--- src/core/dual_clock_fifo_defines.vh ---
// Purpose: Constants for the dual-clock FIFO port, flag and mailbox block
// Assumes: Included by bare name from core design files
// Notes:   Definitions only
`ifndef DUAL_CLOCK_FIFO_DEFINES_VH
`define DUAL_CLOCK_FIFO_DEFINES_VH

// Offset programming methods, coded as {hi select, lo select}
`define DCF_MODE_SERIAL   2'h3
`define DCF_MODE_PRESET64 2'h2
`define DCF_MODE_PRESET8  2'h1
`define DCF_MODE_PARALLEL 2'h0

// Preset offset values
`define DCF_PRESET_64     9'h040
`define DCF_PRESET_8      9'h008

// Serial load length in bits
`define DCF_SERIAL_BITS   5'h12

// Port-A edges from end of configuration to run state; input-ready rises on the next edge
`define DCF_IR_DELAY      2'h2

// Offsets loaded over port A in parallel mode
`define DCF_PAR_WORDS     2'h2

// Reset values of the flags
`define DCF_RST_IR        1'b0
`define DCF_RST_OR        1'b0
`define DCF_RST_AE_N      1'b0
`define DCF_RST_AF_N      1'b1
`define DCF_RST_MBF_N     1'b1

`endif

--- src/core/dual_clock_fifo_port_mailbox_control.v ---
// Purpose: Port gating, input-ready, mailboxes and flag offset loading
//          of a two-port 36-bit FIFO, both port clocks sampled by core_clk
// Assumes: Port clocks well below core_clk/4; all pins unsynchronised
// Notes:   Output enables are low while the block drives a data port
//
// What this block does
// - Port-B transfers, output-ready and almost-empty change only on port-B clock rises.
// - Port-A access happens on a port-A clock rise only with chip select low.
// - Port-A data outputs float whenever port-A chip select is high.
// - Port-B access happens on a port-B clock rise only with chip select low.
// - Port-B data outputs float whenever port-B chip select is high.
// - Port-A access needs the port-A master enable high at the edge.
// - Port-B access needs the port-B master enable high at the edge.
// - Flag selects during reset choose preset, parallel or serial offset loading.
// - In serial mode each port-A rise with serial enable low shifts one bit.
// - Serial load is 18 bits, almost-full MSB first, almost-empty LSB last.
// - Input-ready low when full; memory writes ignored while it is low.
// - In retransmit mode writes stop once memory fills up to the marked word.
// - Input-ready held low during reset, raised after reset completes.
// - Port-A mailbox select routes port-A accesses to a mailbox.
// - Port-B mailbox select routes port-B accesses; outputs show mailbox or FIFO data.
// - Port-A edge writing the A-to-B mailbox drives its flag low.
// - Port-B mailbox read returns the A-to-B mailbox flag high.
// - Port-B edge writing the B-to-A mailbox drives its flag low.
// - Port-A mailbox read returns the B-to-A mailbox flag high.
// - Reset drives both mailbox flags high.
// - Port-A write/read select high writes, low reads; outputs float when high.
// - Port-B select low writes, high reads; outputs float when low.
// - Selects at reset rise: 11 serial, 10 preset 64, 01 preset 8, 00 parallel.
`timescale 1ns/1ps
`include "dual_clock_fifo_defines.vh"

module sync_word_fifo #(
  parameter WIDTH = 36,
  parameter DEPTH = 32,
  parameter AW    = 5
) (
  // Clock and reset
  input  wire             clk,
  input  wire             rst,
  input  wire             clear,
  // Fill side
  input  wire             inValid,
  output wire             inReady,
  input  wire [WIDTH-1:0] inData,
  // Drain side
  output wire             outValid,
  input  wire             outReady,
  output wire [WIDTH-1:0] outData,
  // Retransmit control
  input  wire             holdMark,
  input  wire             takeMark,
  input  wire             rewind,
  output wire [AW:0]      level
);
  localparam [AW:0] FULL_COUNT = DEPTH;

  reg  [WIDTH-1:0] mem [0:DEPTH-1];
  reg  [AW:0]      wrPtr;
  reg  [AW:0]      rdPtr;
  reg  [AW:0]      markPtr;
  wire [AW:0]      used;

  // Marked words stay protected until retransmit mode ends
  assign used     = wrPtr - (holdMark ? markPtr : rdPtr);
  assign inReady  = (used != FULL_COUNT);
  assign outValid = (wrPtr != rdPtr);
  assign outData  = mem[rdPtr[AW-1:0]];
  assign level    = wrPtr - rdPtr;

  always @(posedge clk) begin
    if (inValid && inReady && !rst && !clear) begin
      mem[wrPtr[AW-1:0]] <= inData;
    end
  end

  always @(posedge clk) begin
    if (rst || clear) begin
      wrPtr   <= {(AW+1){1'b0}};
      rdPtr   <= {(AW+1){1'b0}};
      markPtr <= {(AW+1){1'b0}};
    end else begin
      if (inValid && inReady) begin
        wrPtr <= wrPtr + {{AW{1'b0}}, 1'b1};
      end
      if (takeMark) begin
        markPtr <= rdPtr;
      end
      if (rewind && holdMark) begin
        rdPtr <= markPtr;
      end else if (outValid && outReady) begin
        rdPtr <= rdPtr + {{AW{1'b0}}, 1'b1};
      end
    end
  end
endmodule // sync_word_fifo

module dual_clock_fifo_port_mailbox_control #(
  parameter DATA_W  = 36,
  parameter OFS_W   = 9,
  parameter DEPTH   = 32,
  parameter AW      = 5
) (
  // Core clock and reset
  input  wire              core_clk,
  input  wire              sys_rst,
  // Device reset pin
  input  wire              deviceResetN,
  // Port-A control pins
  input  wire              portAClock,
  input  wire              portASelectN,
  input  wire              portAMasterEnable,
  input  wire              portAWriteNotRead,
  input  wire              portAMailboxSelect,
  input  wire              flagSelectHiSerialEnableN,
  input  wire              flagSelectLoSerialBit,
  // Port-A data pins
  input  wire [DATA_W-1:0] portADataIn,
  output reg  [DATA_W-1:0] portADataOut,
  output reg               portADataOeN,
  // Port-A flags
  output reg               inputReady,
  output reg               almostFullN,
  output reg               mailBToAFullN,
  // Port-B control pins
  input  wire              portBClock,
  input  wire              portBSelectN,
  input  wire              portBMasterEnable,
  input  wire              portBReadNotWrite,
  input  wire              portBMailboxSelect,
  input  wire              retransmitMode,
  input  wire              readFromMark,
  // Port-B data pins
  input  wire [DATA_W-1:0] portBDataIn,
  output reg  [DATA_W-1:0] portBDataOut,
  output reg               portBDataOeN,
  // Port-B flags
  output reg               outputReady,
  output reg               almostEmptyN,
  output reg               mailAToBFullN
);
  localparam ST_RESET  = 2'h0;
  localparam ST_SERIAL = 2'h1;
  localparam ST_WAIT   = 2'h2;
  localparam ST_RUN    = 2'h3;
  localparam [AW:0] FULL_COUNT = DEPTH;

  // Two-stage synchronisers for all pins
  reg  [6:0]        aMeta;
  reg  [6:0]        aSync;
  reg               aClkLast;
  reg  [6:0]        bMeta;
  reg  [6:0]        bSync;
  reg               bClkLast;
  reg  [DATA_W-1:0] aDataMeta;
  reg  [DATA_W-1:0] aData;
  reg  [DATA_W-1:0] bDataMeta;
  reg  [DATA_W-1:0] bData;
  reg               rstMeta;
  reg               rstSync;
  reg               rstLast;

  always @(posedge core_clk) begin
    aMeta     <= {portAClock, portASelectN, portAMasterEnable, portAWriteNotRead,
                  portAMailboxSelect, flagSelectHiSerialEnableN, flagSelectLoSerialBit};
    aSync     <= aMeta;
    aClkLast  <= aSync[6];
    bMeta     <= {portBClock, portBSelectN, portBMasterEnable, portBReadNotWrite,
                  portBMailboxSelect, retransmitMode, readFromMark};
    bSync     <= bMeta;
    bClkLast  <= bSync[6];
    aDataMeta <= portADataIn;
    aData     <= aDataMeta;
    bDataMeta <= portBDataIn;
    bData     <= bDataMeta;
    rstMeta   <= deviceResetN;
    rstSync   <= rstMeta;
    rstLast   <= rstSync;
  end

  wire aEdge     = aSync[6] & ~aClkLast;
  wire aSelN     = aSync[5];
  wire aEn       = aSync[4];
  wire aWnr      = aSync[3];
  wire aMb       = aSync[2];
  wire aSerEnN   = aSync[1];
  wire aSerBit   = aSync[0];
  wire bEdge     = bSync[6] & ~bClkLast;
  wire bSelN     = bSync[5];
  wire bEn       = bSync[4];
  wire bRnw      = bSync[3];
  wire bMb       = bSync[2];
  wire bRtm      = bSync[1];
  wire bRfm      = bSync[0];
  wire devRst    = sys_rst | ~rstSync;
  wire rstRise   = rstSync & ~rstLast;

  // Qualified accesses
  wire aAccess   = aEdge & ~aSelN & aEn;
  wire aWrite    = aAccess & aWnr;
  wire aRead     = aAccess & ~aWnr;
  wire bAccess   = bEdge & ~bSelN & bEn;
  wire bWrite    = bAccess & ~bRnw;
  wire bRead     = bAccess & bRnw;

  // Configuration state
  reg  [1:0]       state;
  reg  [1:0]       mode;
  reg  [1:0]       irCount;
  reg  [4:0]       serCount;
  reg  [1:0]       parCount;
  reg  [OFS_W-1:0] fullOffset;
  reg  [OFS_W-1:0] emptyOffset;
  reg              rtActive;
  reg  [DATA_W-1:0] mailboxAToB;
  reg  [DATA_W-1:0] mailboxBToA;

  wire             fifoInReady;
  wire             fifoOutValid;
  wire [DATA_W-1:0] fifoOut;
  wire [AW:0]      fifoLevel;
  wire             parLoading = (mode == `DCF_MODE_PARALLEL) && (parCount != `DCF_PAR_WORDS);
  wire             fifoPush   = aWrite & ~aMb & inputReady & ~parLoading & (state == ST_RUN);
  wire             fifoPop    = bRead & ~bMb & outputReady & ~(bRfm & rtActive);
  wire             takeMark   = bEdge & bRtm & ~rtActive & outputReady;
  wire             rewind     = bEdge & bRfm;

  sync_word_fifo #(
    .WIDTH (DATA_W),
    .DEPTH (DEPTH),
    .AW    (AW)
  ) u_fifo (
    .clk      (core_clk),
    .rst      (sys_rst),
    .clear    (~rstSync),
    .inValid  (fifoPush),
    .inReady  (fifoInReady),
    .inData   (aData),
    .outValid (fifoOutValid),
    .outReady (fifoPop),
    .outData  (fifoOut),
    .holdMark (rtActive),
    .takeMark (takeMark),
    .rewind   (rewind),
    .level    (fifoLevel)
  );

  // Offset programming and input-ready sequencing on port A
  always @(posedge core_clk) begin
    if (sys_rst) begin
      state       <= ST_RESET;
      mode        <= `DCF_MODE_PARALLEL;
      irCount     <= 2'h0;
      serCount    <= 5'h00;
      parCount    <= 2'h0;
      fullOffset  <= `DCF_PRESET_8;
      emptyOffset <= `DCF_PRESET_8;
    end else if (!rstSync) begin
      state    <= ST_RESET;
      irCount  <= 2'h0;
      serCount <= 5'h00;
      parCount <= 2'h0;
    end else begin
      case (state)
        ST_RESET: begin
          if (rstRise) begin
            mode <= {aSerEnN, aSerBit};
            if ({aSerEnN, aSerBit} == `DCF_MODE_SERIAL) begin
              state <= ST_SERIAL;
            end else begin
              state <= ST_WAIT;
              if ({aSerEnN, aSerBit} == `DCF_MODE_PRESET64) begin
                fullOffset  <= `DCF_PRESET_64;
                emptyOffset <= `DCF_PRESET_64;
              end else if ({aSerEnN, aSerBit} == `DCF_MODE_PRESET8) begin
                fullOffset  <= `DCF_PRESET_8;
                emptyOffset <= `DCF_PRESET_8;
              end
            end
          end
        end
        ST_SERIAL: begin
          if (aEdge && !aSerEnN) begin
            {fullOffset, emptyOffset} <= {fullOffset[OFS_W-2:0], emptyOffset, aSerBit};
            serCount <= serCount + 5'h01;
            if (serCount == `DCF_SERIAL_BITS - 5'h01) begin
              state <= ST_WAIT;
            end
          end
        end
        ST_WAIT: begin
          if (aEdge) begin
            irCount <= irCount + 2'h1;
            if (irCount == `DCF_IR_DELAY - 2'h1) begin
              state <= ST_RUN;
            end
          end
        end
        default: begin
          if (aWrite && !aMb && parLoading && inputReady) begin
            parCount <= parCount + 2'h1;
            if (parCount == 2'h0) begin
              fullOffset <= aData[OFS_W-1:0];
            end else begin
              emptyOffset <= aData[OFS_W-1:0];
            end
          end
        end
      endcase
    end
  end

  // Port-A flags, updated on port-A clock rises
  always @(posedge core_clk) begin
    if (devRst) begin
      inputReady  <= `DCF_RST_IR;
      almostFullN <= `DCF_RST_AF_N;
    end else if (aEdge) begin
      // Full, or filled up to the retransmit mark, drops input-ready
      inputReady  <= (state == ST_RUN) & (fifoInReady | parLoading);
      almostFullN <= ({{(OFS_W-AW-1){1'b0}}, FULL_COUNT - fifoLevel} > fullOffset);
    end
  end

  // Port-B flags and retransmit mode, updated on port-B clock rises
  always @(posedge core_clk) begin
    if (devRst) begin
      outputReady  <= `DCF_RST_OR;
      almostEmptyN <= `DCF_RST_AE_N;
      rtActive     <= 1'b0;
    end else if (bEdge) begin
      outputReady  <= fifoOutValid;
      almostEmptyN <= ({{(OFS_W-AW-1){1'b0}}, fifoLevel} > emptyOffset);
      if (takeMark) begin
        rtActive <= 1'b1;
      end else if (!bRtm) begin
        rtActive <= 1'b0;
      end
    end
  end

  // Mailboxes; a new write beats a simultaneous read-out
  always @(posedge core_clk) begin
    if (devRst) begin
      mailAToBFullN <= `DCF_RST_MBF_N;
      mailBToAFullN <= `DCF_RST_MBF_N;
      mailboxAToB   <= {DATA_W{1'b0}};
      mailboxBToA   <= {DATA_W{1'b0}};
    end else begin
      if (aWrite && aMb) begin
        mailboxAToB   <= aData;
        mailAToBFullN <= 1'b0;
      end else if (bRead && bMb) begin
        mailAToBFullN <= 1'b1;
      end
      if (bWrite && bMb) begin
        mailboxBToA   <= bData;
        mailBToAFullN <= 1'b0;
      end else if (aRead && aMb) begin
        mailBToAFullN <= 1'b1;
      end
    end
  end

  // Data output drivers
  always @(posedge core_clk) begin
    if (sys_rst) begin
      portADataOut <= {DATA_W{1'b0}};
      portADataOeN <= 1'b1;
      portBDataOut <= {DATA_W{1'b0}};
      portBDataOeN <= 1'b1;
    end else begin
      portADataOut <= mailboxBToA;
      portADataOeN <= aSelN | aWnr;
      portBDataOut <= bMb ? mailboxAToB : fifoOut;
      portBDataOeN <= bSelN | ~bRnw;
    end
  end
endmodule // dual_clock_fifo_port_mailbox_control

--- config.mk ---
export PLATFORM = sky130hd
export DESIGN_NAME = dual_clock_fifo_port_mailbox_control
export DESIGN_NICKNAME = d
export VERILOG_FILES = /design/src/core/dual_clock_fifo_port_mailbox_control.v
export VERILOG_INCLUDE_DIRS = /design/src /design/src/core
export SDC_FILE = /design/constraint.sdc
export NUM_CORES = 2
export LEC_CHECK = 0
export BUFFER_PORTS_ARGS = -buffer_cell sky130_fd_sc_hd__buf_2
export CORE_ASPECT_RATIO = 0.7
export CORE_MARGIN = 1.5
export CORE_UTILIZATION = 25
export DETAILED_ROUTE_END_ITERATION = 10
export GPL_ROUTABILITY_DRIVEN = 0
export SETUP_SLACK_MARGIN = 0.15
export SLEW_MARGIN = 20
export SYNTH_ARGS = -nofsm -noshare
export SYNTH_HDL_FRONTEND = slang
export SYNTH_HIERARCHICAL = 1
export SYNTH_SLANG_ARGS = --single-unit
--- constraint.sdc ---
create_clock -name core_clk -period 13.1 [get_ports core_clk]
set_input_delay 1.965 -clock core_clk [delete_from_list [all_inputs] [get_ports core_clk]]
set_output_delay 1.965 -clock core_clk [all_outputs]
set_load 0.03 [all_outputs]
==> impl_metrics.py <==
metrics = {
    "routing": {
        "final_routed_wire_length_divided_by_cell_count_um": 22.09,
        "routed-via-count": 27165,
        "dr.first_iter.drc_count": 2693,
        "detail_route_antenna_nets": 0,
        "first_pass_iters": 5,
        "detail_route.vias_per_cell": 4.453,
        "detail_route.wirelength_um": 134800,
        "drc": 0,
    },
    "job": {
        "max-cap-violations": 0,
    },
    "global_routing": {
        "grtUsageMet2_pct": 18.40,
        "track_usage_pct": 11.78,
        "number_of_global_route_vias_before_repair": 27426,
        "largest_net_degree_at_the_start_of_global_routing": 68,
        "grt_remaining_overflow": 0,
        "global_route.usage.met3_pct": 2.516,
        "wire_length_of_the_first_global_routing_pass_um": 195900,
        "antenna_violations_before_repair": 9,
        "global_route.usage.met1_pct": 16.70,
        "global_route.peak_usage_layer": "met2",
    },
    "setup_path": {
        "required_ns": 13.72,
        "cp-start-kind": "flip-flop",
        "worstSetupEndpointType": "flip-flop",
        "arrival_time_worst_endpoint_ns": 5.66,
        "timing.critical_path.fanout_max": 41,
        "worst-setup-path-type": "reg -> reg",
    },
    "die": {
        "dieArea_um2": 226300,
        "fp.dieW_um": 568.0,
        "std_cell_rows": 144,
        "coreArea_um2": 221100,
        "die_h_um": 398.5,
        "boundaryPins": 169,
        "initial_utilization_pct": 25.27,
    },
    "timing": {
        "layout_worst_path_cycle_share_pct": 38.49,
        "setup_viol_count_final": 0,
        "holdWs_ns": 0.3193,
        "hold_violations": 0,
        "period_needed_ns": 5.042,
        "fmax_ghz": 0.1983,
        "worst_pin_slew_ns": 1.057,
        "finClkSkew_ns": 0.03879,
        "rsz_0062_raised_after_global_routing": "no",
        "layout_setup_ws_ns": 8.058,
        "slew-limit-headroom_pct": 29.51,
        "tns_ns": 0,
        "finalMaxSlewViolations": 0,
    },
    "yosys": {
        "syn_nets": 2935,
        "postSynth.topFlopCell": "sky130_fd_sc_hd__edfxtp_1",
        "seq_area_frac_synth_pct": 75.69,
        "synth_edf_count": 1152,
        "post_synth_instance_area_um2": 55860,
        "ys_warn_count": 6,
        "synth_largest_type_area_fraction_pct": 61.92,
        "synth_async_sr_flop_share_pct": 0,
        "synthDominantAreaCellType": "sky130_fd_sc_hd__edfxtp_1",
        "netlist_top_cells_area": "sky130_fd_sc_hd__edfxtp_1 62%, sky130_fd_sc_hd__mux4_2 15%, sky130_fd_sc_hd__dfxtp_1 14%, sky130_fd_sc_hd__nand2_1 1.2%, sky130_fd_sc_hd__mux2i_1 0.95%",
        "synth.ff_latch_count": 1536,
        "synth_cell_type_count": 69,
        "syn_area_per_cell_um2": 19.92,
        "synthesis.instances": 2805,
    },
    "place": {
        "dpl.cell_count": 5830,
        "postPlaceCellArea_um2": 60610,
        "buffer_ports.inserted": 168,
        "dp_worst_setup_slack_ns": 7.863,
        "detailed_place_hpwl_um": 79350,
    },
    "cts": {
        "clock-root-buffer": "sky130_fd_sc_hd__clkbuf_16",
        "cts_max_path_buffers": 3,
        "cts_htree_levels": 4,
        "tritoncts": "yes",
        "numCtsBuffers": 146,
        "tritoncts_num_sinks": 1536,
        "cts_hold_buf": 0,
        "clock_insertion_delay_worst_skew_ns": 0.80,
        "post-cts-setup-buffer-count": 0,
        "clk_pin_slew_ns": 0.06,
        "cts_repair_resizes": 0,
    },
    "cells_and_area": {
        "layout-area-overhead-vs-synth_pct": 17.07,
        "antenna_fix_cells": 0,
        "fillCellCount": 21262,
        "design.final.nets": 3188,
        "multi_input_area_um2": 13110,
        "final_layout_size_suffix_gt1_share_pct": 29.15,
        "layout.cell_area.non_filler_um2": 65400,
        "register_area_um2": 42320,
        "stdcell_count": 6100,
    },
    "worst_hold_path": {
        "worst_hold_startpoint": "bMeta[5]$_DFF_P_",
        "worst_hold_path_type": "reg -> reg",
    },
    "pwr": {
        "worst_ir_drop_on_vdd_v": 0.00009064,
        "power_leakage_nw": 20.38,
        "p_per_area_nw_per_um2": 147.9,
    },
    "status": {
        "outcome": "complete, no violations",
    },
}
-- cells in the mapped netlist (10+ instances only) --
master,number
sky130_fd_sc_hd__a211oi_1,25
sky130_fd_sc_hd__a21oi_1,89
sky130_fd_sc_hd__a22oi_1,15
sky130_fd_sc_hd__buf_1,18
sky130_fd_sc_hd__buf_2,37
sky130_fd_sc_hd__clkbuf_1,73
sky130_fd_sc_hd__dfxtp_1,384
sky130_fd_sc_hd__edfxtp_1,1152
sky130_fd_sc_hd__ha_1,40
sky130_fd_sc_hd__inv_1,36
sky130_fd_sc_hd__mux2_2,37
sky130_fd_sc_hd__mux2i_1,53
sky130_fd_sc_hd__mux4_2,360
sky130_fd_sc_hd__nand2_1,173
sky130_fd_sc_hd__nand3_1,11
sky130_fd_sc_hd__nor2_1,115
sky130_fd_sc_hd__nor2b_1,40
sky130_fd_sc_hd__o21ai_0,10
sky130_fd_sc_hd__xnor2_1,14
-- routing by layer --
| metal | routed length, µm | part of all wire [%] |
|---|---|---|
| met5 | 88 | 0.065 |
| met2 | 62860 | 47 |
| met4 | 2272 | 1.7 |
| met1 | 61340 | 46 |
| met3 | 8205 | 6.1 |
-- state kept, by name, summed over array words and instances, names as in the netlist, 5 cells and up, named ones only --
signal          flops
bDataMeta          36
portBDataOut       36
u_fifo/markPtr      6
fullOffset          9
u_fifo/rdPtr        6
bData              36
u_fifo/wrPtr        6
serCount            5
aMeta               7
aDataMeta          36
bMeta               7
bSync               7
mailboxAToB        36
aData              36
emptyOffset         9
portADataOut       36
mailboxBToA        36
aSync               7
u_fifo/mem       1152
-- worst paths after layout --
| check | end | slack, ns | cells past startpoint |
|---|---|---|---|
| hold / removal | bSync[5]$_DFF_P_ | 0.32 | 0 |
| hold reg to reg | bSync[5]$_DFF_P_ | 0.32 | 0 |
| setup reg to reg | portBDataOut[12]$_SDFF_PP0_ | 8.06 | 8 |
| setup / recovery | portBDataOut[12]$_SDFF_PP0_ | 8.06 | 8 |
-- layout make-up --
cell class	count	share of cell area, %
Sequential cell	1536	64.71
Tap cell	2920	5.586
Clock buffer	204	6.331
Timing Repair Buffer	243	2.150
Multi-Input combinational cell	1095	20.05
Inverter	36	0.2066
Clock inverter	66	0.9662
-- power by group --
group | leakage, nW | internal (mW) | switching (mW)
logic | 4.52 | 0.0400 | 0.0954
clock network | 2.33 | 2.38 | 1.85
registers | 13.5 | 5.26 | 0.0485
-- worst max-delay path: stages (launching register included) --
cell,delay (ns)
sky130_fd_sc_hd__dfxtp_4,0.90
sky130_fd_sc_hd__buf_4,0.77
sky130_fd_sc_hd__buf_4,0.73
sky130_fd_sc_hd__buf_4,0.74
sky130_fd_sc_hd__mux4_2,0.59
sky130_fd_sc_hd__mux4_2,0.51
sky130_fd_sc_hd__mux2_2,0.28
sky130_fd_sc_hd__mux2i_1,0.14
sky130_fd_sc_hd__nor2_1,0.07
-- through the flow --
stage	utilization [%]	power, mW
4_1_cts	29.58	9.785
2_1_floorplan	-	5.467
6_report	29.58	9.673
3_3_place_gp	27.42	5.551
3_5_place_dp	27.42	5.556
5_1_grt	29.58	9.995
-- layout by cell type (no fill, tap or decap), types with 4 or more instances in the layout --
master	Yosys	final
sky130_fd_sc_hd__clkbuf_8	0	14
sky130_fd_sc_hd__clkinv_4	0	4
sky130_fd_sc_hd__buf_4	4	76
sky130_fd_sc_hd__dfxtp_4	0	5
sky130_fd_sc_hd__buf_2	37	167
sky130_fd_sc_hd__clkinv_2	0	16
sky130_fd_sc_hd__nand4_1	5	5
sky130_fd_sc_hd__nor2_1	115	86
sky130_fd_sc_hd__a22oi_1	15	15
sky130_fd_sc_hd__bufinv_16	0	8
sky130_fd_sc_hd__nand3b_1	5	5
sky130_fd_sc_hd__o21ai_0	10	10
sky130_fd_sc_hd__nand2b_1	6	5
sky130_fd_sc_hd__dfxtp_1	384	361
sky130_fd_sc_hd__xnor2_1	14	14
sky130_fd_sc_hd__o211ai_1	4	4
sky130_fd_sc_hd__nor2b_1	40	40
sky130_fd_sc_hd__clkbuf_1	73	37
sky130_fd_sc_hd__mux4_2	360	360
sky130_fd_sc_hd__nor4bb_4	0	4
sky130_fd_sc_hd__a211oi_1	25	25
sky130_fd_sc_hd__mux2_2	37	37
sky130_fd_sc_hd__nand2_1	173	173
sky130_fd_sc_hd__a21o_1	6	6
sky130_fd_sc_hd__dfxtp_2	0	18
sky130_fd_sc_hd__ha_1	40	40
sky130_fd_sc_hd__or3_1	6	6
sky130_fd_sc_hd__and2_1	4	4
sky130_fd_sc_hd__clkinv_8	0	5
sky130_fd_sc_hd__xor2_1	8	8
sky130_fd_sc_hd__edfxtp_1	1152	1152
sky130_fd_sc_hd__a21oi_1	89	89
sky130_fd_sc_hd__clkinv_1	0	24
sky130_fd_sc_hd__inv_1	36	36
sky130_fd_sc_hd__nor2_4	0	28
sky130_fd_sc_hd__mux2i_1	53	53
sky130_fd_sc_hd__nand3_1	11	10
sky130_fd_sc_hd__o211ai_2	4	4
sky130_fd_sc_hd__clkbuf_16	0	152
-- kinds of logic (layout without fill, tap and decap cells) --
| family | Yosys count | count (layout) | synth area share (%) |
|---|---|---|---|
| buffers and inverters | 174 | 549 | 1.360 |
| muxes | 450 | 450 | 16.21 |
| AOI/OAI and AO/OA | 178 | 178 | 2.043 |
| and+or+nand+nor | 404 | 404 | 3.427 |
| xor gates and xnor gates | 22 | 22 | 0.3449 |
| DFF | 1536 | 1536 | 75.69 |
| adders and majority gates | 41 | 41 | 0.9317 |
(Power assumes the default switching activity.)
